[config.mk]
export PLATFORM = sky130hd
export DESIGN_NAME = dcmc_top
export DESIGN_NICKNAME = d
export VERILOG_FILES = /design/src/design/dcmc_pkg.sv /design/src/design/dcmc_sync_if.sv /design/src/design/dcmc_pin_sync.sv /design/src/design/dcmc_top.sv
export SDC_FILE = /design/constraint.sdc
export NUM_CORES = 1
export LEC_CHECK = 0
export BUFFER_PORTS_ARGS = -buffer_cell sky130_fd_sc_hd__buf_2
export CORE_ASPECT_RATIO = 0.8
export CORE_MARGIN = 4
export CORE_UTILIZATION = 55
export CTS_BUF_LIST = sky130_fd_sc_hd__clkbuf_16
export CTS_CLUSTER_SIZE = 20
export DETAILED_ROUTE_END_ITERATION = 16
export PLACE_DENSITY = 0.86
export SYNTH_ARGS = -nofsm -noshare
export SYNTH_HDL_FRONTEND = slang
export SYNTH_HIERARCHICAL = 1
export SYNTH_SLANG_ARGS = --single-unit
[constraint.sdc]
create_clock -name clk_i -period 3.7 [get_ports clk_i]
set_clock_uncertainty 0.15 [all_clocks]
set_input_delay 0.925 -clock clk_i [delete_from_list [all_inputs] [get_ports clk_i]]
set_output_delay 0.925 -clock clk_i [all_outputs]
set_load 0.01 [all_outputs]
[src/design/dcmc_pkg.sv]
// dual clock mode controller: shared constants, mode codes and gate decode
// assumes one 200 MHz clock and an asynchronous active-high reset
`default_nettype none
package dcmc_pkg;
    // =========================================================
    // counts, reset values, synchroniser slots
    localparam int   WARM_W            = 16;
    localparam int   WARMUP_CYCLES_DEF = 16384;
    localparam logic MSEL_RST          = 1'b0;
    localparam logic FOSC_RST          = 1'b1;
    localparam logic SOSC_RST          = 1'b0;
    localparam logic HALT_RST          = 1'b0;
    localparam logic RELM_RST          = 1'b0;
    localparam logic PIN_RST           = 1'b0;
    localparam logic [7:0] GATE_RST    = 8'h9F;
    localparam int   SYNC_STOP         = 0;
    localparam int   SYNC_TICK         = 1;
    localparam int   SYNC_N            = 2;

    // =========================================================
    // mode codes and gate set
    typedef enum logic [3:0] {
        FAST_SINGLE_RUN  = 4'h0,
        FAST_DUAL_RUN    = 4'h1,
        SLOW_DUAL_RUN    = 4'h3,
        LOWCLK_ONLY_RUN  = 4'h2,
        LOWCLK_ONLY_DOZE = 4'h6,
        SLOW_DUAL_DOZE   = 4'h7,
        FAST_DUAL_DOZE   = 4'h5,
        TICK_ONLY_DOZE   = 4'h4,
        STOP_HALT        = 4'hC,
        STOP_WARMUP      = 4'hD
    } dcmc_mode_t;

    typedef struct packed {
        logic fosc_on;
        logic sosc_on;
        logic cpu_slow;
        logic cpu_en;
        logic wdt_en;
        logic tick_en;
        logic per_en;
        logic div_early;
    } dcmc_gate_t;

    typedef struct packed {
        logic s1;
        logic s2;
        logic s3;
        logic lvl;
        logic rise;
        logic fall;
    } dcmc_sync_t;

    // =========================================================
    // decode
    function automatic dcmc_gate_t dcmc_gates(input dcmc_mode_t m);
        dcmc_gate_t g;
        g = '0;
        unique case (m)
            FAST_SINGLE_RUN:  g = 8'h9F;
            FAST_DUAL_RUN:    g = 8'hDF;
            SLOW_DUAL_RUN:    g = 8'hFF;
            LOWCLK_ONLY_RUN:  g = 8'h7E;
            FAST_DUAL_DOZE:   g = 8'hC7;
            SLOW_DUAL_DOZE:   g = 8'hE6;
            LOWCLK_ONLY_DOZE: g = 8'h66;
            TICK_ONLY_DOZE:   g = 8'h64;
            STOP_HALT:        g = 8'h00;
            STOP_WARMUP:      g = 8'h00;
            default:          g = 8'h00;
        endcase
        return g;
    endfunction

    function automatic logic dcmc_is_run(input dcmc_mode_t m);
        return m == FAST_SINGLE_RUN || m == FAST_DUAL_RUN
            || m == SLOW_DUAL_RUN || m == LOWCLK_ONLY_RUN;
    endfunction
endpackage
`default_nettype wire

[src/design/dcmc_sync_if.sv]
// dual clock mode controller: carrier between a pin and its synchroniser
// assumes the synchroniser and its user share clk_i
`timescale 1ns/1ps
`default_nettype none
interface dcmc_sync_if;
    logic raw;
    logic level;
    logic rise;
    logic fall;
    modport pin  (output raw, input level, input rise, input fall);
    modport sync (input raw, output level, output rise, output fall);
endinterface
`default_nettype wire

[src/design/dcmc_pin_sync.sv]
// dual clock mode controller: three-flop pin synchroniser with edge pulses
// assumes raw comes from outside the clk_i domain
`timescale 1ns/1ps
`default_nettype none
module dcmc_pin_sync (
    input  wire logic   clk_i,
    input  wire logic   sys_rst_i,
    dcmc_sync_if.sync   port
);
    import dcmc_pkg::*;

    dcmc_sync_t q;
    dcmc_sync_t d;

    // =========================================================
    // filter: a change counts once flops two and three agree
    always_comb begin
        d      = q;
        d.s1   = port.raw;
        d.s2   = q.s1;
        d.s3   = q.s2;
        d.rise = 1'b0;
        d.fall = 1'b0;
        if (q.s2 == q.s3 && q.s3 != q.lvl) begin
            d.lvl  = q.s3;
            d.rise = q.s3;
            d.fall = ~q.s3;
        end
    end

    always_ff @(posedge clk_i or posedge sys_rst_i) begin
        if (sys_rst_i) begin
            q <= '{PIN_RST, PIN_RST, PIN_RST, PIN_RST, 1'b0, 1'b0};
        end else begin
            q <= d;
        end
    end

    assign port.level = q.lvl;
    assign port.rise  = q.rise;
    assign port.fall  = q.fall;
endmodule
`default_nettype wire

[src/design/dcmc_top.sv]
// dual clock mode controller: operating mode state machine and clock gates
// assumes control writes and interrupt requests are on clk_i; pins are not
`timescale 1ns/1ps
`default_nettype none
module dcmc_top #(
    parameter int WARMUP_CYCLES = dcmc_pkg::WARMUP_CYCLES_DEF
) (
    input  wire logic          clk_i,
    input  wire logic          sys_rst_i,
    input  wire logic          ctrl2_wr_i,
    input  wire logic          wr_main_clock_select_i,
    input  wire logic          wr_fast_osc_enable_i,
    input  wire logic          wr_slow_osc_enable_i,
    input  wire logic          wr_cpu_halt_i,
    input  wire logic          wr_timing_gen_halt_i,
    input  wire logic          ctrl1_wr_i,
    input  wire logic          wr_stop_i,
    input  wire logic          wr_release_level_i,
    input  wire logic          irq_request_i,
    input  wire logic          stop_pin_i,
    input  wire logic          tick_src_i,
    input  wire logic          tick_timer_enable_i,
    input  wire logic          master_interrupt_enable_i,
    input  wire logic          tick_irq_enable_i,
    output dcmc_pkg::dcmc_mode_t mode_o,
    output logic               main_clock_select_o,
    output logic               cpu_halt_o,
    output logic               timing_gen_halt_o,
    output logic               fast_osc_on_o,
    output logic               slow_osc_on_o,
    output logic               cpu_from_slow_o,
    output logic               cpu_clk_en_o,
    output logic               wdt_clk_en_o,
    output logic               tick_clk_en_o,
    output logic               periph_clk_en_o,
    output logic               div_early_en_o,
    output logic               tick_irq_set_o,
    output logic               tick_irq_take_o,
    output logic               resume_o
);
    import dcmc_pkg::*;

    typedef struct packed {
        dcmc_mode_t          mode;
        dcmc_mode_t          ret_mode;
        logic                msel;
        logic                fosc;
        logic                sosc;
        logic                cpu_halt;
        logic                tg_halt;
        logic                rel_level;
        logic                tick_armed;
        logic                irq_pend;
        logic [WARM_W-1:0]   warm_cnt;
        dcmc_gate_t          gate;
        logic                set_p;
        logic                take_p;
        logic                resume_p;
    } dcmc_state_t;

    dcmc_state_t q;
    dcmc_state_t d;
    logic        stop_req;
    logic        stop_release;
    logic        slow_run;
    dcmc_sync_if sif [SYNC_N] ();

    // =========================================================
    // pin synchronisers
    for (genvar g = 0; g < SYNC_N; g++) begin : g_sync
        dcmc_pin_sync u_sync (
            .clk_i     (clk_i),
            .sys_rst_i (sys_rst_i),
            .port      (sif[g])
        );
    end
    assign sif[SYNC_STOP].raw = stop_pin_i;
    assign sif[SYNC_TICK].raw = tick_src_i;

    // =========================================================
    // requests
    assign stop_req = ctrl1_wr_i & wr_stop_i & dcmc_is_run(q.mode);
    assign slow_run = q.mode == SLOW_DUAL_RUN || q.mode == LOWCLK_ONLY_RUN;
    assign stop_release = q.rel_level ? sif[SYNC_STOP].level
                                      : sif[SYNC_STOP].rise;

    // =========================================================
    // next state
    always_comb begin
        d          = q;
        d.set_p    = 1'b0;
        d.resume_p = 1'b0;
        d.take_p   = q.set_p & master_interrupt_enable_i & tick_irq_enable_i
                   & tick_timer_enable_i;
        if (ctrl2_wr_i) begin
            d.msel = wr_main_clock_select_i;
            d.fosc = wr_fast_osc_enable_i;
            d.sosc = wr_slow_osc_enable_i;
            if (dcmc_is_run(q.mode)) begin
                d.cpu_halt = wr_cpu_halt_i;
                d.tg_halt  = wr_timing_gen_halt_i & slow_run;
            end
        end
        if (ctrl1_wr_i) begin
            d.rel_level = wr_release_level_i;
        end
        if (q.irq_pend && q.mode == LOWCLK_ONLY_RUN) begin
            d.set_p    = 1'b1;
            d.irq_pend = 1'b0;
        end
        if (stop_req) begin
            d.mode     = STOP_HALT;
            d.ret_mode = q.mode;
        end else begin
            unique case (q.mode)
                FAST_SINGLE_RUN: begin
                    if (q.sosc) begin
                        d.mode = FAST_DUAL_RUN;
                    end
                end
                FAST_DUAL_RUN: begin
                    if (q.cpu_halt) begin
                        d.mode = FAST_DUAL_DOZE;
                    end else if (q.msel && q.fosc && q.sosc) begin
                        d.mode = SLOW_DUAL_RUN;
                    end else if (!q.sosc) begin
                        d.mode = FAST_SINGLE_RUN;
                    end
                end
                SLOW_DUAL_RUN: begin
                    if (q.tg_halt) begin
                        d.mode       = TICK_ONLY_DOZE;
                        d.tick_armed = tick_timer_enable_i;
                    end else if (q.cpu_halt) begin
                        d.mode = SLOW_DUAL_DOZE;
                    end else if (!q.msel) begin
                        d.mode = FAST_DUAL_RUN;
                    end else if (!q.fosc) begin
                        d.mode = LOWCLK_ONLY_RUN;
                    end
                end
                LOWCLK_ONLY_RUN: begin
                    if (q.tg_halt) begin
                        d.mode       = TICK_ONLY_DOZE;
                        d.tick_armed = tick_timer_enable_i;
                    end else if (q.cpu_halt) begin
                        d.mode = LOWCLK_ONLY_DOZE;
                    end else if (q.fosc) begin
                        d.mode = SLOW_DUAL_RUN;
                    end
                end
                FAST_DUAL_DOZE: begin
                    if (irq_request_i) begin
                        d.mode     = FAST_DUAL_RUN;
                        d.cpu_halt = 1'b0;
                    end
                end
                SLOW_DUAL_DOZE: begin
                    if (irq_request_i) begin
                        d.mode     = SLOW_DUAL_RUN;
                        d.cpu_halt = 1'b0;
                    end
                end
                LOWCLK_ONLY_DOZE: begin
                    if (irq_request_i) begin
                        d.mode     = LOWCLK_ONLY_RUN;
                        d.cpu_halt = 1'b0;
                    end
                end
                TICK_ONLY_DOZE: begin
                    if (sif[SYNC_TICK].fall) begin
                        d.mode     = LOWCLK_ONLY_RUN;
                        d.tg_halt  = 1'b0;
                        d.fosc     = 1'b0;
                        d.irq_pend = q.tick_armed;
                    end
                end
                STOP_HALT: begin
                    if (stop_release) begin
                        d.mode     = STOP_WARMUP;
                        d.warm_cnt = WARM_W'(WARMUP_CYCLES - 1);
                    end
                end
                STOP_WARMUP: begin
                    if (q.warm_cnt == '0) begin
                        d.mode     = q.ret_mode;
                        d.resume_p = 1'b1;
                    end else begin
                        d.warm_cnt = q.warm_cnt - 1'b1;
                    end
                end
                default: begin
                    d.mode = FAST_SINGLE_RUN;
                end
            endcase
        end
        // gates follow the next mode so outputs line up with mode_o
        d.gate = dcmc_gates(d.mode);
        if (d.mode == STOP_WARMUP) begin
            d.gate.fosc_on = dcmc_gates(d.ret_mode).fosc_on;
            d.gate.sosc_on = dcmc_gates(d.ret_mode).sosc_on;
        end
    end

    // =========================================================
    // state register
    always_ff @(posedge clk_i or posedge sys_rst_i) begin
        if (sys_rst_i) begin
            q            <= '0;
            q.mode       <= FAST_SINGLE_RUN;
            q.ret_mode   <= FAST_SINGLE_RUN;
            q.msel       <= MSEL_RST;
            q.fosc       <= FOSC_RST;
            q.sosc       <= SOSC_RST;
            q.cpu_halt   <= HALT_RST;
            q.tg_halt    <= HALT_RST;
            q.rel_level  <= RELM_RST;
            q.gate       <= GATE_RST;
        end else begin
            q <= d;
        end
    end

    // =========================================================
    // outputs
    assign mode_o              = q.mode;
    assign main_clock_select_o = q.msel;
    assign cpu_halt_o          = q.cpu_halt;
    assign timing_gen_halt_o   = q.tg_halt;
    assign fast_osc_on_o       = q.gate.fosc_on;
    assign slow_osc_on_o       = q.gate.sosc_on;
    assign cpu_from_slow_o     = q.gate.cpu_slow;
    assign cpu_clk_en_o        = q.gate.cpu_en;
    assign wdt_clk_en_o        = q.gate.wdt_en;
    assign tick_clk_en_o       = q.gate.tick_en;
    assign periph_clk_en_o     = q.gate.per_en;
    assign div_early_en_o      = q.gate.div_early;
    assign tick_irq_set_o      = q.set_p;
    assign tick_irq_take_o     = q.take_p;
    assign resume_o            = q.resume_p;
endmodule
`default_nettype wire

==> qor.yml, run 1 <==
final_util_pct: 65.1
gp_congestion: 0.920
port_buffers: 34
max_slew_margin_pct: 47.9
h-tree-depth: 2
start_util_pct: 57.8
avgSynthCellArea_um2: 10.9
max_freq_mhz: 331
die_width_um: 82.5
place_area_mm2: 0.00260
worst-path-buf-inv: 0
cts_buffers: 5
clock_power_share_pct: 22.4
slowest_stage: "o31ai_4"
clkLatencyLatePin_ns: 0.29
clock_path_buffers: 2
setup_viol: 0
path_class: "reg -> reg"
fin_crit_ns: 3.03
crit_family: "simple AND/OR/NAND/NOR gates"
final_nets: 272
drive_above_1_share_pct: 26.3
grt_pass1_wl_mm: 7.85
crit_chain: "or4_4, or3_1, o31ai_4, a2111oi_0, xnor2_1, nand2_1"
hold_buffers: 0
drc: 0
synthCells: 225
yosys_warnings: 6
power_frac_comb_pct: 32.0
ant_nets: 0
cts_root_buf: "clkbuf_16"
multiInputGateArea_um2: 996
diodes: 0
syn_nets: 243
worst_setup_path_start_kind: "flip-flop"
worst_pin_slew_ns: 0.782
rsz0062_at_grt: "false"
hold_viol_final: 0
hold_path.class: "reg -> reg"
grt_pass1_vias: 1713
arrival_ns: 3.02
worstPathRequired_ns: 3.70
totalWireLength_mm: 4.81
vias: 1785
status: "complete, no violations"
cp_max_fo: 21
grt_max_degree: 26
seqCellArea_mm2: 0.00131
drtIter0Drc: 165
power_per_cell_area_mw_per_mm2: 756
cts.repair.resized: 0
setup_tns_ns: 0
overflow: 0
antenna_found_initial: 0
finalWorstSetupSlack_ns: 0.675
drv_cap: 0
viasPerCell: 5.72
grt_usage_pct: 18.9
endpoint_kind: "flip-flop"
core_mm2: 0.00423
cts_tree: "built"
io-pin-count: 35
wl_per_cell_um: 15.4
place_hpwl_mm: 3.41
maxSlewViolCount: 0
first_pass_iters: 5
area_delta_synth_final_pct: 12.7
power_frac_seq_pct: 45.5
switching_share_pct: 36.8
nFillCells: 327
leakagePower_uw: 0.00123
fp.dieArea_mm2: 0.00558
clock_sinks: 52
dieHeight_um: 67.6
internal_power_uw: 1320
rows: 21
cts.clk_slew.worst_paths_ns: 0.07
netlist_area_mm2: 0.00244
cts_setup_buffers: 0
vdd_drop_max_v: 0.000543
fin_area_mm2: 0.00276
post-place-ws_ns: 0.710
period_share_pct: 81.8
fin_total_pwr_uw: 2080
p_switching_uw: 766
cpPeakStageDelay_ns: 0.72
-- power groups by stage --
stage / combinational, µW / clock (µW) / sequential [µW]
after global routing: 750 / 501 / 972
after global placement: 653 / 0 / 943
final: 667 / 467 / 949
after detailed placement: 661 / 0 / 948
after floorplan: 527 / 0 / 918
after CTS: 668 / 474 / 943
-- metal layers --
layer / global-route usage [%] / vias to the layer above / share of wire (%)
met4: 7.35 / 0 / 1.4
met1: 27.1 / 830 / 46
met2: 27.2 / 85 / 44
met3: 5.07 / 10 / 8.5
li1: - / 860 / -
met5: 0 / - / 0
-- worst paths after layout --
kind	cells past startpoint	slack, ns	to	start
hold reg to reg	0	0.21	g_sync[0].u_sync/d[3]	g_sync[0].u_sync/d[4]
min in group asynchronous	2	0.38	g_sync[1].u_sync/d[3]	sys_rst_i
hold / removal	0	0.21	g_sync[0].u_sync/d[3]	g_sync[0].u_sync/d[4]
max in group asynchronous	3	1.97	cpu_clk_en_o	sys_rst_i
setup / recovery	6	0.67	q[22]	q[20]
setup reg to reg	6	0.67	q[22]	q[20]
-- final cells by class --
cell class | count | area share, %
Inverter | 13 | 1.77
Clock inverter | 3 | 0.999
Clock buffer | 5 | 4.54
Tap cell | 57 | 2.59
Sequential cell | 52 | 47.5
Multi-Input combinational cell | 147 | 36.1
Timing Repair Buffer | 35 | 6.45
-- placed cells by master (no fill, tap or decap), types with 2 or more instances in the layout --
cell	count
a2111oi_0	2
a211oi_1	5
a21oi_1	7
a31oi_1	2
and2_1	2
and3_1	2
buf_2	34
clkbuf_16	5
dfrtp_1	46
dfstp_2	6
inv_1	12
maj3_2	2
mux2_2	5
mux2i_1	3
nand2_1	29
nand2b_1	3
nand3_1	5
nand4_1	3
nor2_1	11
nor2b_1	4
nor3_1	4
nor4_1	8
o211ai_1	2
o21ai_0	2
o21bai_1	3
o32ai_1	2
or3_1	4
xnor2_1	14
-- worst register-to-register path, cell delays in order (launching register included) --
cell and delay [ns]:
dfrtp_1 0.43, or4_4 0.57, or3_1 0.45, o31ai_4 0.72
a2111oi_0 0.29, xnor2_1 0.20, nand2_1 0.07
-- stage by stage --
step                cells  hold WS (ns)
global placement      304         0.187
floorplan             225         0.181
detailed placement    304         0.191
CTS                   312         0.208
finish                312         0.207
global route          312         0.221
-- sequential cells by signal, indices dropped and copies added, names as in the netlist, 2 cells and up --
register	count
q	25
g_sync.u_sync/d	4
mode_o	4
g_sync.u_sync/port.level	2
g_sync.u_sync/q	2
(Power assumes the default switching activity.)
==> run 2, diff against run 1 <==
clock period = 2.8 ns   (was 3.7 ns; I/O delays follow)
==> run 2 against run 1 <==
Net effect:
- global-route usage up 0.64 points
- combinational power rose by 39%
- worst hold slack lost 0.037 ns
- register-to-register slack got worse by 0.54 ns
- via count rose by 0.56%
- utilization is 1.4 points higher
- clock-buffer cell count unchanged
- final cell count is 1.9% higher
- non-clock buffer count is 6 higher
- total power is 37% higher
==> qor.yml, run 2 (synthesized netlist as in run 1, its figures left out) <==
cts_root_buf: "clkbuf_16"
wl_per_cell_um: 15.8
slowest_stage: "or4_4"
vias: 1795
cpPeakStageDelay_ns: 0.55
dieHeight_um: 67.6
cts_buffers: 5
final_nets: 278
fin_crit_ns: 2.67
arrival_ns: 2.73
rows: 21
area_delta_synth_final_pct: 15.1
leakagePower_uw: 0.00127
h-tree-depth: 2
hold_viol_final: 0
period_share_pct: 95.3
place_hpwl_mm: 3.57
grt_max_degree: 43
worstPathRequired_ns: 2.86
totalWireLength_mm: 5.02
viasPerCell: 5.64
worst_pin_slew_ns: 0.568
first_pass_iters: 4
grt_usage_pct: 19.5
start_util_pct: 57.8
grt_pass1_vias: 1651
ant_nets: 0
power_per_cell_area_mw_per_mm2: 1010
clock_sinks: 52
drc: 0
overflow: 0
setup_tns_ns: 0
diodes: 0
drtIter0Drc: 177
cp_max_fo: 7
drive_above_1_share_pct: 27.6
cts_tree: "built"
clkLatencyLatePin_ns: 0.28
path_class: "reg -> reg"
vdd_drop_max_v: 0.000497
setup_viol: 0
hold_buffers: 0
fp.dieArea_mm2: 0.00558
max_freq_mhz: 375
grt_pass1_wl_mm: 8.07
maxSlewViolCount: 0
worst_setup_path_start_kind: "flip-flop"
die_width_um: 82.5
gp_congestion: 0.895
layout_common_cells: "46 x dfrtp_1, 34 x buf_2, 29 x nand2_1, 14 x xnor2_1, 12 x inv_1"
antenna_found_initial: 0
endpoint_kind: "flip-flop"
crit_chain: "or4_4, or3_1, o31ai_4, buf_4, nand2_2, o21bai_1, o211ai_2"
fin_total_pwr_uw: 2840
core_mm2: 0.00423
regMostFlops: "q"
clock_path_buffers: 2
status: "complete, no violations"
hold_path.class: "in -> async"
io-pin-count: 35
cts.clk_slew.worst_paths_ns: 0.06
final_common_cell: "dfrtp_1"
port_buffers: 34
drv_cap: 0
final_util_pct: 66.5
largest_reg_flops: 25
rsz0062_at_grt: "false"
max_slew_margin_pct: 61.2
## run 2: cell count changes in the layout (fill, tap and decap cells not counted), sizes merged
cell	change
clkinv	+1
buf	+6
inv	-1
bufinv	+1
clkinvlp	-1
## run 2: layer usage
layer / vias to the layer above / share of wire [%] / track usage [%] / wire [µm]
met5: - / 0 / 0 / 0
met4: 0 / 0.62 / 4.49 / 31
met3: 4 / 7.0 / 4.67 / 349
met2: 63 / 46 / 29.2 / 2300
met1: 867 / 47 / 28.8 / 2340
li1: 861 / - / - / -
## run 2: stage by stage
stage                     cell area, µm²  setup WS, ns  hold WS (ns)  instances
after global placement              2650         0.166         0.183        310
after global routing                2820       0.00845         0.192        318
after CTS                           2810         0.124         0.174        318
final                               2820         0.131         0.170        318
after floorplan                     2440         0.332         0.181        225
after detailed placement            2650         0.156         0.192        310
## run 2: worst paths after layout
| path | start | endpoint | slack, ns | cells past startpoint |
|---|---|---|---|---|
| worst max-delay path | q[20] | fast_osc_on_o | 0.13 | 7 |
| worst min-delay path | sys_rst_i | g_sync[0].u_sync/d[4] | 0.17 | 2 |
| worst max register to register | q[20] | fast_osc_on_o | 0.13 | 7 |
| worst min register to register | g_sync[1].u_sync/d[4] | g_sync[1].u_sync/d[3] | 0.20 | 0 |
| max in group asynchronous | sys_rst_i | q[33] | 1.71 | 3 |
| min in group clk_i | g_sync[1].u_sync/d[4] | g_sync[1].u_sync/d[3] | 0.20 | 0 |
## run 2: repair_timing
item,4_1_cts,5_1_grt
endpoints found under the setup margin,0,3
gates resized for setup,0,1
buffers inserted,0,0
## run 2: area by class of cell
| class | instances | area [µm²] |
|---|---|---|
| Fill cell | 330 | 1420 |
| Multi-Input combinational cell | 147 | 1000 |
| Clock buffer | 5 | 125 |
| Clock inverter | 3 | 37.5 |
| Inverter | 13 | 48.8 |
| Sequential cell | 52 | 1310 |
| Timing Repair Buffer | 41 | 223 |
| Tap cell | 57 | 71.3 |
## run 2: critical path, delay by kind of cell (launching register included)
family / cells / cell delay [ns]
simple gates: 3 / 1.09
compound gates: 3 / 0.71
flops: 1 / 0.43
buf+inv: 1 / 0.21
## run 2: power breakdown
| group | switching (µW) | total (µW) | internal [µW] |
|---|---|---|---|
| registers | 243 | 1250 | 1010 |
| logic | 515 | 924 | 409 |
| clock network | 253 | 668 | 415 |
